[src/verilog/cmp_pkg.sv]
// Package: constants, register map and carrier types for the comparator event control
// ==========================================================================
// Summary of operation
// - Flag sets when a comparator output event matches the selected edge mode.
// - Interrupt request needs flag set, enable bit one and global enable set.
// - Flag clears by hardware when the processor executes the comparator vector.
// - Writing one to the flag clears it; writing zero leaves it unchanged.
// - With enable bit zero no interrupt is raised, though the flag still sets.
// - Capture-routing bit one feeds comparator output to the timer capture front end.
// - Capture-routing bit zero keeps comparator output away from the timer capture.
// - Mode 00 toggle, 01 reserved, 10 falling edge, 11 rising edge.
// - Mux enabled and converter off: channel field picks converter pin 0 to 7.
// - Mux disabled or converter on: dedicated negative pin drives the negative input.
// - Buffer disable bits turn off pin input buffers; the pin bit reads zero.
// - Output status bit passes a synchronizer, one to two cycles of delay.
// - Power-off bit one switches comparator power off.
// ==========================================================================
package cmp_pkg;

    // ======================================================================
    // Register byte addresses
    localparam logic [3:0] CTRL_STATUS_ADDR  = 4'h0;  // comparator_control_status
    localparam logic [3:0] BUF_DISABLE_ADDR  = 4'h4;  // pin_input_buffer_disable
    localparam logic [3:0] MUX_CTRL_ADDR     = 4'h8;  // mux enable and channel field

    // ======================================================================
    // Field positions of comparator_control_status
    localparam int POWER_OFF_BIT    = 7;
    localparam int OUT_STATUS_BIT   = 5;
    localparam int IRQ_FLAG_BIT     = 4;
    localparam int IRQ_ENABLE_BIT   = 3;
    localparam int CAPTURE_BIT      = 2;
    localparam int MODE_HI_BIT      = 1;
    localparam int MODE_LO_BIT      = 0;

    // Field positions of pin_input_buffer_disable
    localparam int NEG_BUF_OFF_BIT  = 1;
    localparam int POS_BUF_OFF_BIT  = 0;

    // Field positions of the mux control register
    localparam int MUX_ENABLE_BIT   = 3;
    localparam int CHAN_LSB         = 0;
    localparam int CHAN_W           = 3;

    // ======================================================================
    // Reset values
    localparam logic [7:0] CTRL_RESET = 8'h00;
    localparam logic [7:0] BUF_RESET  = 8'h00;
    localparam logic [7:0] MUX_RESET  = 8'h00;

    // Synchronizer depth
    localparam int SYNC_STAGES = 2;

    // Interrupt mode encodings
    typedef enum logic [1:0] {
        MODE_TOGGLE   = 2'b00,
        MODE_RESERVED = 2'b01,
        MODE_FALLING  = 2'b10,
        MODE_RISING   = 2'b11
    } irq_mode_t;

    // Pin digital inputs as seen after buffer gating
    typedef struct packed {
        logic neg_input_pin;
        logic pos_input_pin;
    } pin_pair_t;

    // Analog core steering
    typedef struct packed {
        logic       cmp_power_off;
        logic       neg_use_channel;
        logic [2:0] channel_select_field;
    } analog_ctrl_t;

endpackage : cmp_pkg

[src/verilog/cmp_sync.sv]
// Two-stage synchronizer for the raw comparator result
`timescale 1ns/1ps
module cmp_sync #(
    parameter int STAGES = 2
) (
    input  wire logic clk_i,
    input  wire logic rst_i,
    input  wire logic async_i,
    output logic      sync_o
);
    // ======================================================================
    // Shift chain; only the last stage is read outside
    logic [STAGES-1:0] chain_ff;

    always_ff @(posedge clk_i) begin
        if (rst_i) begin
            chain_ff <= '0;
        end else begin
            chain_ff <= {chain_ff[STAGES-2:0], async_i};
        end
    end

    assign sync_o = chain_ff[STAGES-1];
endmodule : cmp_sync

[src/verilog/cmp_edge_detect.sv]
// Edge qualifier for comparator output events
`timescale 1ns/1ps
module cmp_edge_detect (
    input  wire logic              clk_i,
    input  wire logic              rst_i,
    input  wire logic              level_i,
    input  cmp_pkg::irq_mode_t     mode_i,
    output logic                   event_o
);
    import cmp_pkg::*;

    // ======================================================================
    // Previous synchronized level
    logic prev_ff;

    always_ff @(posedge clk_i) begin
        if (rst_i) begin
            prev_ff <= 1'b0;
        end else begin
            prev_ff <= level_i;
        end
    end

    // Mode-qualified event, one cycle per transition
    always_comb begin
        case (mode_i)
            MODE_TOGGLE:  event_o = level_i ^ prev_ff;
            MODE_FALLING: event_o = prev_ff & ~level_i;
            MODE_RISING:  event_o = ~prev_ff & level_i;
            default:      event_o = 1'b0;                    // Reserved mode
        endcase
    end
endmodule : cmp_edge_detect

[src/verilog/comparator_event_control.sv]
// Top level: Wishbone register file and comparator event control
`timescale 1ns/1ps
module comparator_event_control (
    input  wire logic                  clk_i,
    input  wire logic                  rst_i,
    // Wishbone classic slave
    input  wire logic                  wb_cyc_i,
    input  wire logic                  wb_stb_i,
    input  wire logic                  wb_we_i,
    input  wire logic [3:0]            wb_adr_i,
    input  wire logic [3:0]            wb_sel_i,
    input  wire logic [31:0]           wb_dat_i,
    output logic [31:0]                wb_dat_o,
    output logic                       wb_ack_o,
    output logic                       wb_err_o,
    // Processor side
    input  wire logic                  global_irq_enable_i,
    input  wire logic                  irq_vector_ack_i,
    output logic                       cmp_irq_o,
    // Converter state
    input  wire logic                  converter_enable_i,
    // Analog core
    input  wire logic                  cmp_raw_i,
    output cmp_pkg::analog_ctrl_t      analog_ctrl_o,
    // Pins
    input  cmp_pkg::pin_pair_t         pin_raw_i,
    output cmp_pkg::pin_pair_t         pin_read_o,
    output logic [1:0]                 pin_buffer_off_o,
    // Timer capture front end
    output logic                       capture_src_o,
    output logic                       capture_src_valid_o
);
    import cmp_pkg::*;

    // ======================================================================
    // Register state
    logic                  power_off_ff;
    logic                  irq_flag_ff;
    logic                  irq_enable_ff;
    logic                  capture_ff;
    irq_mode_t             mode_ff;
    logic                  neg_buf_off_ff;
    logic                  pos_buf_off_ff;
    logic                  mux_enable_ff;
    logic [CHAN_W-1:0]     chan_ff;
    logic                  ack_ff;
    logic                  err_ff;
    logic [31:0]           rdata_ff;

    // Derived signals
    logic                  cmp_sync;
    logic                  cmp_event;
    logic                  bus_req;
    logic                  wr_lane0;
    logic                  is_mapped;
    logic [7:0]            nxt_rdata;

    // ======================================================================
    // Address decode helper
    function automatic logic addr_mapped(input logic [3:0] adr);
        addr_mapped = (adr == CTRL_STATUS_ADDR) || (adr == BUF_DISABLE_ADDR) ||
                      (adr == MUX_CTRL_ADDR);
    endfunction : addr_mapped

    // ======================================================================
    // Comparator output synchronizer
    cmp_sync #(
        .STAGES  (SYNC_STAGES)
    ) u_sync (
        .clk_i   (clk_i),
        .rst_i   (rst_i),
        .async_i (cmp_raw_i),
        .sync_o  (cmp_sync)
    );

    // Edge detection by selected mode
    cmp_edge_detect u_edge (
        .clk_i   (clk_i),
        .rst_i   (rst_i),
        .level_i (cmp_sync),
        .mode_i  (mode_ff),
        .event_o (cmp_event)
    );

    // ======================================================================
    // Bus request qualification; one access per request, ack drops after one cycle
    assign bus_req   = wb_cyc_i & wb_stb_i & ~ack_ff & ~err_ff;
    assign is_mapped = addr_mapped(wb_adr_i);
    assign wr_lane0  = bus_req & wb_we_i & wb_sel_i[0] & is_mapped;

    // Acknowledge or error, one cycle after the request is seen
    always_ff @(posedge clk_i) begin
        if (rst_i) begin
            ack_ff <= 1'b0;
            err_ff <= 1'b0;
        end else begin
            ack_ff <= bus_req & is_mapped;
            err_ff <= bus_req & ~is_mapped;
        end
    end

    // ======================================================================
    // Control and status register bits
    always_ff @(posedge clk_i) begin
        if (rst_i) begin
            power_off_ff  <= CTRL_RESET[POWER_OFF_BIT];
            irq_enable_ff <= CTRL_RESET[IRQ_ENABLE_BIT];
            capture_ff    <= CTRL_RESET[CAPTURE_BIT];
            mode_ff       <= irq_mode_t'(CTRL_RESET[MODE_HI_BIT:MODE_LO_BIT]);
        end else if (wr_lane0 && wb_adr_i == CTRL_STATUS_ADDR) begin
            power_off_ff  <= wb_dat_i[POWER_OFF_BIT];
            irq_enable_ff <= wb_dat_i[IRQ_ENABLE_BIT];
            capture_ff    <= wb_dat_i[CAPTURE_BIT];
            mode_ff       <= irq_mode_t'(wb_dat_i[MODE_HI_BIT:MODE_LO_BIT]);
        end
    end

    // Interrupt flag: hardware set wins over any clear in the same cycle
    always_ff @(posedge clk_i) begin
        if (rst_i) begin
            irq_flag_ff <= CTRL_RESET[IRQ_FLAG_BIT];
        end else if (cmp_event) begin
            irq_flag_ff <= 1'b1;
        end else if (irq_vector_ack_i && cmp_irq_o) begin
            irq_flag_ff <= 1'b0;
        end else if (wr_lane0 && wb_adr_i == CTRL_STATUS_ADDR &&
                     wb_dat_i[IRQ_FLAG_BIT]) begin
            irq_flag_ff <= 1'b0;
        end
    end

    // Buffer disable bits
    always_ff @(posedge clk_i) begin
        if (rst_i) begin
            neg_buf_off_ff <= BUF_RESET[NEG_BUF_OFF_BIT];
            pos_buf_off_ff <= BUF_RESET[POS_BUF_OFF_BIT];
        end else if (wr_lane0 && wb_adr_i == BUF_DISABLE_ADDR) begin
            neg_buf_off_ff <= wb_dat_i[NEG_BUF_OFF_BIT];
            pos_buf_off_ff <= wb_dat_i[POS_BUF_OFF_BIT];
        end
    end

    // Negative input mux control
    always_ff @(posedge clk_i) begin
        if (rst_i) begin
            mux_enable_ff <= MUX_RESET[MUX_ENABLE_BIT];
            chan_ff       <= MUX_RESET[CHAN_LSB +: CHAN_W];
        end else if (wr_lane0 && wb_adr_i == MUX_CTRL_ADDR) begin
            mux_enable_ff <= wb_dat_i[MUX_ENABLE_BIT];
            chan_ff       <= wb_dat_i[CHAN_LSB +: CHAN_W];
        end
    end

    // ======================================================================
    // Read data mux; unused bits read zero
    always_comb begin
        nxt_rdata = 8'h00;
        case (wb_adr_i)
            CTRL_STATUS_ADDR: begin
                nxt_rdata[POWER_OFF_BIT]  = power_off_ff;
                nxt_rdata[OUT_STATUS_BIT] = cmp_sync;
                nxt_rdata[IRQ_FLAG_BIT]   = irq_flag_ff;
                nxt_rdata[IRQ_ENABLE_BIT] = irq_enable_ff;
                nxt_rdata[CAPTURE_BIT]    = capture_ff;
                nxt_rdata[MODE_HI_BIT:MODE_LO_BIT] = mode_ff;
            end
            BUF_DISABLE_ADDR: begin
                nxt_rdata[NEG_BUF_OFF_BIT] = neg_buf_off_ff;
                nxt_rdata[POS_BUF_OFF_BIT] = pos_buf_off_ff;
            end
            MUX_CTRL_ADDR: begin
                nxt_rdata[MUX_ENABLE_BIT]      = mux_enable_ff;
                nxt_rdata[CHAN_LSB +: CHAN_W]  = chan_ff;
            end
            default: nxt_rdata = 8'h00;
        endcase
    end

    // Read data register, captured with the acknowledge
    always_ff @(posedge clk_i) begin
        if (rst_i) begin
            rdata_ff <= 32'h0000_0000;
        end else if (bus_req) begin
            rdata_ff <= {24'h00_0000, nxt_rdata};
        end
    end

    assign wb_dat_o = rdata_ff;
    assign wb_ack_o = ack_ff;
    assign wb_err_o = err_ff;

    // ======================================================================
    // Interrupt request to the processor
    assign cmp_irq_o = irq_flag_ff & irq_enable_ff & global_irq_enable_i;

    // Timer capture routing; disconnected path holds low
    assign capture_src_o       = capture_ff & cmp_sync;
    assign capture_src_valid_o = capture_ff;

    // Analog steering: mux only when enabled and converter is off
    assign analog_ctrl_o.cmp_power_off        = power_off_ff;
    assign analog_ctrl_o.neg_use_channel      = mux_enable_ff & ~converter_enable_i;
    assign analog_ctrl_o.channel_select_field = chan_ff;

    // Pin input buffers; gated pins read zero
    assign pin_buffer_off_o         = {neg_buf_off_ff, pos_buf_off_ff};
    assign pin_read_o.neg_input_pin = pin_raw_i.neg_input_pin & ~neg_buf_off_ff;
    assign pin_read_o.pos_input_pin = pin_raw_i.pos_input_pin & ~pos_buf_off_ff;

endmodule : comparator_event_control

[config.mk]
export PLATFORM = sky130hd
export DESIGN_NAME = comparator_event_control
export DESIGN_NICKNAME = d
export VERILOG_FILES = /design/src/verilog/cmp_pkg.sv /design/src/verilog/cmp_sync.sv /design/src/verilog/cmp_edge_detect.sv /design/src/verilog/comparator_event_control.sv
export SDC_FILE = /design/constraint.sdc
export NUM_CORES = 1
export LEC_CHECK = 0
export ABC_AREA = 1
export BUFFER_PORTS_ARGS = -buffer_cell sky130_fd_sc_hd__buf_2
export CORE_ASPECT_RATIO = 0.5
export CORE_MARGIN = 2
export CORE_UTILIZATION = 30
export DETAILED_ROUTE_END_ITERATION = 7
export PLACE_DENSITY = 0.63
export SLEW_MARGIN = 20
export SYNTH_ARGS = -nofsm -noshare
export SYNTH_HDL_FRONTEND = slang
export SYNTH_HIERARCHICAL = 1
export SYNTH_SLANG_ARGS = --single-unit
[constraint.sdc]
create_clock -name clk_i -period 1.3 [get_ports clk_i]
set_clock_uncertainty 0.05 [all_clocks]
set_input_delay 0.13 -clock clk_i [delete_from_list [all_inputs] [get_ports clk_i]]
set_output_delay 0.13 -clock clk_i [all_outputs]
set_load 0.01 [all_outputs]
==> key figures, run 1 <==
Clock tree
  • Hold Buf Count CTS: 0
  • Clock Sinks: 24
  • TritonCTS Buffers: 3
  • CTS root buf: clkbuf_8
  • Clock Latency Late Sink: 260 ps
  • CTS tree: done
  • Clock-pin slew on the worst setup and hold paths: 80 ps
  • Worst-case clock buffer depth: 2
  • H-Tree Depth: 1

Die
  • Die width: 100 um
  • Number of placement rows: 17
  • Core region area: 4400 sq um
  • # IOs: 97
  • Die H: 52.0 um
  • Initial Utilization: 31.4%
  • Die area: 5200 sq um

Flow run
  • Max-Cap Viols: 0

Power
  • Power, Total: 1.42 mW
  • Net Sw Frac: 24.9%
  • Internal power: 1.07 mW
  • Comb pwr share: 12.6%
  • Pwr per Cell Area: 870 nW/um^2
  • Leakage power total: 0.835 nW
  • Flop pwr share: 52.6%
  • Clock share of power: 34.8%
  • Sw power: 0.354 mW
  • Peak supply drop: 0.000325 V

Final layout
  • ANT cells: 0
  • Nets: 283
  • Post-layout util: 37.1%
  • # fillers: 463
  • Syn-to-layout area delta: 18.4%
  • Fin cells: 286
  • Final instance area: 1640 sq um
  • Share of layout cells above drive strength 1: 31.4%

Critical path
  • Largest delay share family, worst path: simple AND/OR/NAND/NOR gates
  • R2R setup slack: 80 ps
  • Crit path DAT: 1370 ps
  • Type of the worst setup path: register to register
  • Crit end category: register
  • Critical Path Max Stage Delay: 340 ps
  • Crit-path max FO: 5
  • Worst path bufs/invs: 1
  • CP Data Required Time: 1450 ps
  • Crit path cell chain: nor2_4 > nand2_4 > nor2_8 > buf_6 > nand4_1 > a21oi_1
  • Worst path slowest cell: dfxtp_2
  • Crit start category: register

Placed design
  • # placed instances: 280
  • Post-DP HPWL: 2.23 mm
  • Post-place setup slack: 41.0 ps
  • Placed Area: 1540 sq um
  • GPL Wtd Cong: 0.730
  • Port Buffers: 42

Synth
  • Mux share of post-synthesis cell area: 0%
  • Most numerous cell in the Yosys netlist: nand2_1
  • Xor/xnor share of the synthesized area: 0%
  • Post-synthesis sequential element count: 24
  • Synth unique cells: 27
  • Mapped Cells: 184
  • Adder-cell share of the synthesized area: 1.81%
  • Sequential-to-total area share from yosys stat: 34.8%
  • Complex-gate fraction of the synthesized area: 7.43%
  • Largest cells by area after synthesis: dfxtp_1, buf_4, nand2_1
  • Commonest cells in the netlist: nand2_1, buf_4, dfxtp_1, nor2_1, inv_1
  • Biggest area consumer among synthesized cells: dfxtp_1
  • Synth Area in Simple Gates: 32.3%
  • Largest family of logic cells by synthesized area: simple AND/OR/NAND/NOR gates
  • Syn Area/Cell: 7.51 sq um
  • Post-synth ARST share: 0%
  • Cell area after synthesis: 1380 sq um
  • Number of flops mapped to enable cells by yosys: 0
  • Post-synth top area share: 34.8%
  • Synthesis Warnings: 6
  • Main synth FF type: dfxtp_1

Timing
  • Final period utilization: 93.7%
  • # setup viols final: 0
  • Setup_tns: 0 ps
  • Final setup margin: 81.9 ps
  • Final Hold Fails: 0
  • Max-slew violations: 0
  • RSZ-0062 raised after global routing: false
  • Hold_ws: 16.4 ps
  • F_max: 0.821 GHz
  • Post-layout min period: 1220 ps

Drt
  • Vias per inst: 4.23
  • Total wire length: 2.81 mm
  • Highest metal layer with signal wires: met4
  • Wire length on met1: 1.20 mm
  • Vias: 1,209
  • ANT nets after route: 0
  • Initial DRC Count: 46
  • Met3 WL: 155 um
  • Average wire per standard cell: 9.83 um
  • Met2 WL: 1.44 mm
  • Initial DRT Pass Iterations: 4
  • DRC violations left: 0

Global routing
  • First-pass GRT wire length: 4.49 mm
  • Number of global-route vias before repair: 1,002
  • Initial antenna violation count: 0
  • Overall routing resource usage: 10.9%
  • Grt total ovfl: 0
  • Largest net degree at the start of global routing: 18

Status
  • Run status: complete, no violations

Min path
  • HP Class: input pin to register
power groups by stage:
stage / clock network (mW) / registers (mW) / logic (mW)
floorplan: 0 / 0.765 / 0.164
global placement: 0 / 0.765 / 0.166
detailed placement: 0 / 0.765 / 0.169
CTS: 0.512 / 0.748 / 0.169
global route: 0.541 / 0.750 / 0.199
finish: 0.495 / 0.749 / 0.179
cell type report:
cell class              count  area, sq um  area share (%)
well taps                  57         71.3            4.36
multi-input cells         132          692            42.3
flip-flops and latches     24          483            29.5
repair buffers             47          251            15.4
clock buffers               4         55.1            3.37
inverters                  22         82.6            5.05
worst paths after layout:
| kind | startpoint | end | depth (start not counted) |
|---|---|---|---|
| worst min register to register | u_sync/chain_ff[0] | u_sync/chain_ff[1] | 2 |
| worst max register to register | wb_err_o | chan_ff[0] | 6 |
| worst max-delay path | wb_err_o | chan_ff[0] | 6 |
| worst min-delay path | cmp_raw_i | u_sync/chain_ff[0] | 3 |
tightest hold or removal path, cell delays in order:
cell and delay [ps]:
buf_2 80, inv_1 30, nor2_1 60
kinds of logic after synthesis:
group | count (synthesis)
buf+inv | 53
flops | 24
simple gates | 87
other cells | 1
compound gates | 17
fa+ha+maj | 2
flip-flops by register name, summed over array words and instances (netlist names), 2 cells and up:
name,flops
u_sync/chain_ff,2
chan_ff,3
mode_ff,2
wb_dat_o,7
routing by layer:
metal / track usage (%) / vias up
li1: - / 620
met1: 13.0 / 543
met2: 19.9 / 44
met3: 2.82 / 2
met4: 2.74 / 0
met5: 0 / -
what timing repair did:
item,in CTS,in global routing
buffers inserted,0,1
resized for setup,0,5
endpoints found under the setup margin,0,10
cell usage in the layout, fill, tap and decap left out, types with 3 or more instances in the layout:
master / count
a21oi_1: 9
a22oi_1: 3
buf_2: 42
buf_4: 4
clkbuf_8: 4
conb_1: 25
dfxtp_1: 22
inv_1: 15
inv_2: 7
nand2_1: 38
nand3_1: 10
nand4_1: 7
nor2_1: 21
nor2_4: 4
(Power assumes the default switching activity.)
==> inputs of run 2 (changes only) <==
--- a/config.mk
+++ b/config.mk
@@ -9,9 +9,9 @@
 export BUFFER_PORTS_ARGS = -buffer_cell sky130_fd_sc_hd__buf_2
 export CORE_ASPECT_RATIO = 0.5
 export CORE_MARGIN = 2
-export CORE_UTILIZATION = 30
+export CORE_UTILIZATION = 40
 export DETAILED_ROUTE_END_ITERATION = 7
-export PLACE_DENSITY = 0.63
+export PLACE_DENSITY = 0.79
 export SLEW_MARGIN = 20
 export SYNTH_ARGS = -nofsm -noshare
 export SYNTH_HDL_FRONTEND = slang
==> run 2 against run 1 <==
  * Register-to-register slack worse by 50 ps
  * Sequential share of layout area up 0.14 points
  * Final cell count down 4.9%
  * Final area down 0.46%
  * Via count up 2.3%
  * Clock power down 3%
  * Combinational power about the same
  * Non-clock buffer count up 2
  * Setup slack worse by 52 ps
  * Critical endpoint is now irq_enable_ff
  * Critical path depth up 2
  * Core utilization up 11 points
  * Total power down 0.94%
==> key figures, run 2 (synthesized netlist as in run 1, its figures left out) <==
Clock tree
  • Worst-case clock buffer depth: 2 (unchanged)
  • H-Tree Depth: 1 (unchanged)
  • TritonCTS Buffers: 3 (unchanged)
  • CTS root buf: clkbuf_8 (unchanged)
  • Clock Sinks: 24 (unchanged)
  • CTS tree: done (unchanged)
  • Clock-pin slew on the worst setup and hold paths: 80 ps (about the same)
  • Clock Latency Late Sink: 260 ps (about the same)

Timing
  • Hold_ws: 20.0 ps (was 16.4 ps)
  • Post-layout min period: 1270 ps (was 1220 ps)
  • Setup_tns: 0 ps (unchanged)
  • F_max: 0.787 GHz (was 0.821 GHz)
  • # setup viols final: 0 (unchanged)
  • Final Hold Fails: 0 (unchanged)
  • Final period utilization: 97.7% (was 93.7%)
  • RSZ-0062 raised after global routing: true (was false)
  • Max-slew violations: 0 (unchanged)

Critical path
  • RR Startpoint: wb_err_o (unchanged)
  • Crit end category: register (unchanged)
  • FF-to-FF End: irq_enable_ff (was chan_ff[0])
  • Crit-path max FO: 8 (was 5)
  • Crit path DAT: 1410 ps (was 1370 ps)
  • Type of the worst setup path: register to register (unchanged)
  • R2R setup slack: 30 ps (was 80 ps)
  • Crit start category: register (unchanged)
  • Path depth of the worst reg2reg path: 8 (was 6)
  • CP Data Required Time: 1440 ps (was 1450 ps)

Die
  • Die H: 45.6 um (was 52.0 um)
  • Die area: 3970 sq um (was 5200 sq um)
  • Core region area: 3380 sq um (was 4400 sq um)
  • # IOs: 97 (unchanged)
  • Die width: 87.1 um (was 100 um)
  • Number of placement rows: 15 (was 17)
  • Initial Utilization: 40.9% (was 31.4%)

Drt
  • Initial DRC Count: 123 (was 46)
  • Vias: 1,237 (was 1,209)
  • ANT nets after route: 0 (unchanged)
  • Vias per inst: 4.55 (was 4.23)
  • DRC violations left: 0 (unchanged)
  • Initial DRT Pass Iterations: 4 (unchanged)
  • Total wire length: 2.66 mm (was 2.81 mm)
  • Average wire per standard cell: 9.79 um (was 9.83 um)

Min path
  • Worst Hold Launch: cmp_raw_i (unchanged)
  • Hold-critical path depth: 3 (unchanged)
  • HP Class: input pin to register (unchanged)
  • Worst Hold End: u_sync/chain_ff[0] (unchanged)

Power
  • Power, Total: 1.41 mW (was 1.42 mW)
  • Peak supply drop: 0.000463 V (was 0.000325 V)
  • Pwr per Cell Area: 866 nW/um^2 (was 870 nW/um^2)
  • Leakage power total: 0.843 nW (was 0.835 nW)

Final layout
  • # fillers: 329 (was 463)
  • Commonest non-fill, non-tap cell in the layout: buf_2 (unchanged)
  • Most frequent cells in the layout: buf_2, nand2_1, conb_1 (unchanged)
  • ANT cells: 0 (unchanged)
  • Share of layout cells above drive strength 1: 32.6% (was 31.4%)
  • Syn-to-layout area delta: 17.8% (was 18.4%)
  • Fin cells: 272 (was 286)
  • Number of flip-flops in the largest register: 7 (unchanged)
  • Nets: 284 (was 283)

Global routing
  • Overall routing resource usage: 13.2% (was 10.9%)
  • GR peak layer: met2 (unchanged)
  • GR Util met2: 22.9% (was 19.9%)
  • Met1 Use GR: 16.5% (was 13.0%)
  • Met3 Track Usage GR: 3.62% (was 2.82%)
  • Initial antenna violation count: 0 (unchanged)
  • Number of global-route vias before repair: 983 (was 1,002)
  • Grt total ovfl: 0 (unchanged)
  • Largest net degree at the start of global routing: 18 (unchanged)
  • First-pass GRT wire length: 4.12 mm (was 4.49 mm)

Status
  • Run status: complete, no violations (unchanged)

Placed design
  • Post-DP HPWL: 2.07 mm (was 2.23 mm)
  • Port Buffers: 42 (unchanged)
  • # placed instances: 267 (was 280)
  • GPL Wtd Cong: 0.772 (was 0.730)

Flow run
  • Max-Cap Viols: 0 (unchanged)
==> run 2: cell type report <==
cell class / count / area [sq um] / area share, %
clock buffers: 4 / 55.1 / 3.38
inverters: 22 / 82.6 / 5.07
multi-input cells: 131 / 679 / 41.7
flip-flops and latches: 24 / 483 / 29.7
well taps: 42 / 52.6 / 3.23
repair buffers: 49 / 275 / 16.9
==> run 2: repair_timing <==
item / 4_1_cts / 5_1_grt
buffers inserted: 0 / 1
resized for setup: 0 / 5
hold buffers: 0 / 0
setup endpoints to repair: 0 / 4
==> run 2: worst max path at each step <==
stage	from	end	cells after the start
2_1_floorplan	wb_ack_o	neg_buf_off_ff	7
3_3_place_gp	wb_adr_i[1]	mux_enable_ff	7
3_5_place_dp	wb_adr_i[1]	mux_enable_ff	7
4_1_cts	wb_ack_o	irq_enable_ff	8
5_1_grt	wb_err_o	irq_enable_ff	8
6_report	wb_err_o	irq_enable_ff	8
==> run 2: where the power goes <==
group | total [mW] | switching [mW] | internal [mW]
logic | 0.179 | 0.119 | 0.0597
registers | 0.749 | 0.00554 | 0.743
clock network | 0.482 | 0.212 | 0.270
total | 1.41 | 0.337 | 1.07
==> run 2: critical path, cell delays in order (launching register included) <==
cell     delay (ps)
dfxtp_2         340
nor2_4          110
nand2_4          90
nor2_8          140
buf_12          130
nand3_4         100
nand2_2          80
nand2_1          40
nor2_1          110
==> run 2: layer usage <==
| layer | vias to the layer above | wire [um] |
|---|---|---|
| met5 | - | 0 |
| met4 | 0 | 17 |
| met3 | 2 | 226 |
| met2 | 57 | 1310 |
| met1 | 558 | 1120 |
| li1 | 620 | - |
==> run 2: stage by stage <==
stage | utilization [%] | worst slack [ps] | instance area [sq um]
2_1_floorplan | - | 86.4 | 1470
3_3_place_gp | 45.9 | 77.3 | 1550
3_5_place_dp | 45.9 | 54.3 | 1550
4_1_cts | 47.6 | 38.4 | 1610
5_1_grt | 48.2 | -27.1 | 1630
6_report | 48.2 | 29.7 | 1630
==> inputs of run 3 (changes only) <==
--- a/config.mk
+++ b/config.mk
@@ -8,12 +8,11 @@
 export ABC_AREA = 1
 export BUFFER_PORTS_ARGS = -buffer_cell sky130_fd_sc_hd__buf_2
 export CORE_ASPECT_RATIO = 0.5
-export CORE_MARGIN = 2
+export CORE_MARGIN = 1.5
 export CORE_UTILIZATION = 40
 export DETAILED_ROUTE_END_ITERATION = 7
-export PLACE_DENSITY = 0.79
+export PLACE_DENSITY = 0.8
 export SLEW_MARGIN = 20
 export SYNTH_ARGS = -nofsm -noshare
 export SYNTH_HDL_FRONTEND = slang
-export SYNTH_HIERARCHICAL = 1
 export SYNTH_SLANG_ARGS = --single-unit
==> run 3 against run 2 <==
  * Flip-flop and latch count unchanged
  * Synthesized cell count is 2.2% lower
  * Via count fell by 0.81%
  * Critical path type unchanged
  * Largest power group unchanged
==> key figures, run 3 <==
Synth
  • Syn Area/Cell: 7.41 sq um (was 7.51 sq um)
  • Synth unique cells: 24 (was 27)
  • Number of flops mapped to enable cells by yosys: 0 (unchanged)
  • Most numerous cell in the Yosys netlist: nand2_1 (unchanged)
  • Mapped Cells: 180 (was 184)
  • Sequential-to-total area share from yosys stat: 36.0% (was 34.8%)
  • Main synth FF type: dfxtp_1 (unchanged)
  • Largest cells by area after synthesis: dfxtp_1, buf_4, nand2_1 (unchanged)
  • Commonest cells in the netlist: nand2_1, buf_4, dfxtp_1, nor2_1, inv_1 (unchanged)
  • Synthesis Warnings: 0 (was 6)
  • Post-synthesis sequential element count: 24 (unchanged)
  • Biggest area consumer among synthesized cells: dfxtp_1 (unchanged)
  • Cell area after synthesis: 1330 sq um (was 1380 sq um)
  • Post-synth top area share: 36.0% (was 34.8%)
  • Post-synth ARST share: 0% (unchanged)

Min path
  • HP Class: input pin to register (unchanged)

Timing
  • Final period utilization: 99.4% (was 97.7%)
  • Final Hold Fails: 0 (unchanged)
  • F_max: 0.774 GHz (was 0.787 GHz)
  • RSZ-0062 raised after global routing: true (unchanged)
  • Post-layout min period: 1290 ps (was 1270 ps)
  • Hold_ws: 13.3 ps (was 20.0 ps)
  • # setup viols final: 0 (unchanged)
  • Max-slew violations: 0 (unchanged)

Die
  • Initial Utilization: 43.3% (was 40.9%)
  • Number of placement rows: 14 (was 15)
  • Die width: 84.7 um (was 87.1 um)
  • Die area: 3710 sq um (was 3970 sq um)
  • # IOs: 97 (unchanged)
  • Die H: 43.8 um (was 45.6 um)
  • Core region area: 3080 sq um (was 3380 sq um)

Critical path
  • Critical Path Max Stage Delay: 330 ps (was 340 ps)
  • Worst path slowest cell: dfxtp_2 (unchanged)
  • Crit path DAT: 1390 ps (was 1410 ps)
  • Type of the worst setup path: register to register (unchanged)
  • Largest delay share family, worst path: simple AND/OR/NAND/NOR gates (unchanged)
  • Crit-path max FO: 4 (was 8)
  • Worst path bufs/invs: 1 (unchanged)
  • Crit start category: register (unchanged)
  • Crit path cell chain: nor2_2 > nand2_2 > nor2_4 > buf_6 > nand4_1 > nand2_1 > a21oi_1 (was nor2_4 > nand2_4 > nor2_8 > buf_12 > nand3_4 > nand2_2 > nand2_1 > nor2_1)
  • CP Data Required Time: 1400 ps (was 1440 ps)
  • Crit end category: register (unchanged)
  • R2R setup slack: 8 ps (was 30 ps)

Clock tree
  • CTS root buf: clkbuf_8 (unchanged)
  • Clock Sinks: 24 (unchanged)
  • TritonCTS Buffers: 3 (unchanged)
  • Worst-case clock buffer depth: 2 (unchanged)
  • Clock-pin slew on the worst setup and hold paths: 90 ps (was 80 ps)
  • CTS tree: done (unchanged)
  • Hold Buf Count CTS: 0 (unchanged)
  • H-Tree Depth: 1 (unchanged)
  • Clock Latency Late Sink: 270 ps (was 260 ps)

Global routing
  • Largest net degree at the start of global routing: 15 (was 18)
  • Initial antenna violation count: 0 (unchanged)
  • Grt total ovfl: 0 (unchanged)
  • Overall routing resource usage: 15.0% (was 13.2%)
  • First-pass GRT wire length: 4.40 mm (was 4.12 mm)
  • Number of global-route vias before repair: 1,017 (was 983)

Drt
  • Vias: 1,227 (was 1,237)
  • Vias per inst: 4.63 (was 4.55)
  • Initial DRC Count: 64 (was 123)
  • DRC violations left: 0 (unchanged)
  • ANT nets after route: 0 (unchanged)
  • Total wire length: 2.77 mm (was 2.66 mm)
  • Initial DRT Pass Iterations: 4 (unchanged)
  • Average wire per standard cell: 10.4 um (was 9.79 um)

Final layout
  • ANT cells: 0 (unchanged)
  • Share of layout cells above drive strength 1: 29.8% (was 32.6%)
  • Most frequent cells in the layout: buf_2, nand2_1, conb_1 (unchanged)
  • Post-layout util: 51.1% (was 48.2%)
  • # fillers: 302 (was 329)
  • Commonest non-fill, non-tap cell in the layout: buf_2 (unchanged)
  • Number of flip-flops in the largest register: 7 (unchanged)
  • Syn-to-layout area delta: 18.1% (was 17.8%)
  • Nets: 280 (was 284)

Power
  • Net Sw Frac: 26.2% (was 23.9%)
  • Peak supply drop: 0.000589 V (was 0.000463 V)
  • Flop pwr share: 54.8% (was 53.1%)
  • Internal power: 1.01 mW (was 1.07 mW)
  • Sw power: 0.358 mW (was 0.337 mW)
  • Comb pwr share: 12.6% (was 12.7%)
  • Leakage power total: 0.797 nW (was 0.843 nW)
  • Pwr per Cell Area: 866 nW/um^2 (about the same)
  • Clock share of power: 32.6% (was 34.2%)

Placed design
  • GPL Wtd Cong: 0.800 (was 0.772)
  • Port Buffers: 42 (unchanged)
  • Post-DP HPWL: 2.15 mm (was 2.07 mm)

Flow run
  • Max-Cap Viols: 0 (unchanged)

Status
  • Run status: complete, no violations (unchanged)
-- run 3: layer usage --
metal,up-vias,GRT usage (%),wire length [um]
li1,613,-,-
met1,548,19.0,1200
met2,64,26.0,1300
met3,2,3.81,244
met4,0,3.87,20
met5,-,0,0
-- run 3: path summary, 6_finish.rpt --
kind | startpoint | endpoint | cells after the start
worst max-delay path | wb_ack_o | irq_flag_ff | 7
worst min-delay path | cmp_raw_i | u_sync.chain_ff[0] | 3
worst max register to register | wb_ack_o | irq_flag_ff | 7
worst min register to register | u_sync.chain_ff[0] | u_sync.chain_ff[1] | 2
-- run 3: cell families (layout without fill, tap and decap cells) --
| group | count (synthesis) | in the layout | share of synthesized area [%] |
|---|---|---|---|
| simple gates | 81 | 81 | 29.5 |
| buf+inv | 52 | 73 | 23.1 |
| flops | 24 | 24 | 36.0 |
| compound gates | 20 | 20 | 9.19 |
| fa+ha+maj | 2 | 2 | 1.88 |
| other cells | 1 | 25 | 0.281 |
-- run 3: area by class of cell --
| type | instances | area, sq um | share of cell area, % |
|---|---|---|---|
| inverter | 20 | 75.1 | 4.77 |
| multi-input combinational | 128 | 646 | 41.0 |
| sequential | 24 | 482 | 30.6 |
| tap | 40 | 50.0 | 3.18 |
| clock buffer | 3 | 41.3 | 2.62 |
| timing repair buffer | 50 | 282 | 17.9 |
-- run 3: worst register-to-register path, cell delays in order, from the launching register on --
cell     delay, ps
dfxtp_2        330
nor2_2         100
nand2_2         90
nor2_4         190
buf_6          130
nand4_1        110
nand2_1        100
a21oi_1         60
-- run 3: timing repair --
item                       in CTS  in global routing
buffers inserted                0                  1
gates resized for setup         0                  8
setup endpoints to repair       0                 11
-- run 3: metrics by stage --
step	cell area (sq um)	instances	setup slack [ps]	power [mW]	setup TNS, ps
2_1_floorplan	1420	204	66.2	0.919	0
3_3_place_gp	1500	261	76.9	0.925	0
3_5_place_dp	1500	261	60.2	0.928	0
4_1_cts	1550	264	37.6	1.36	0
5_1_grt	1580	265	-53.9	1.42	-344
6_report	1580	265	7.67	1.36	0
-- run 3: power by group through the flow --
stage,registers (mW),logic [mW],clock network (mW)
3_3_place_gp,0.764,0.161,0
6_report,0.748,0.172,0.445
5_1_grt,0.749,0.191,0.485
4_1_cts,0.747,0.165,0.451
3_5_place_dp,0.765,0.164,0
2_1_floorplan,0.764,0.154,0
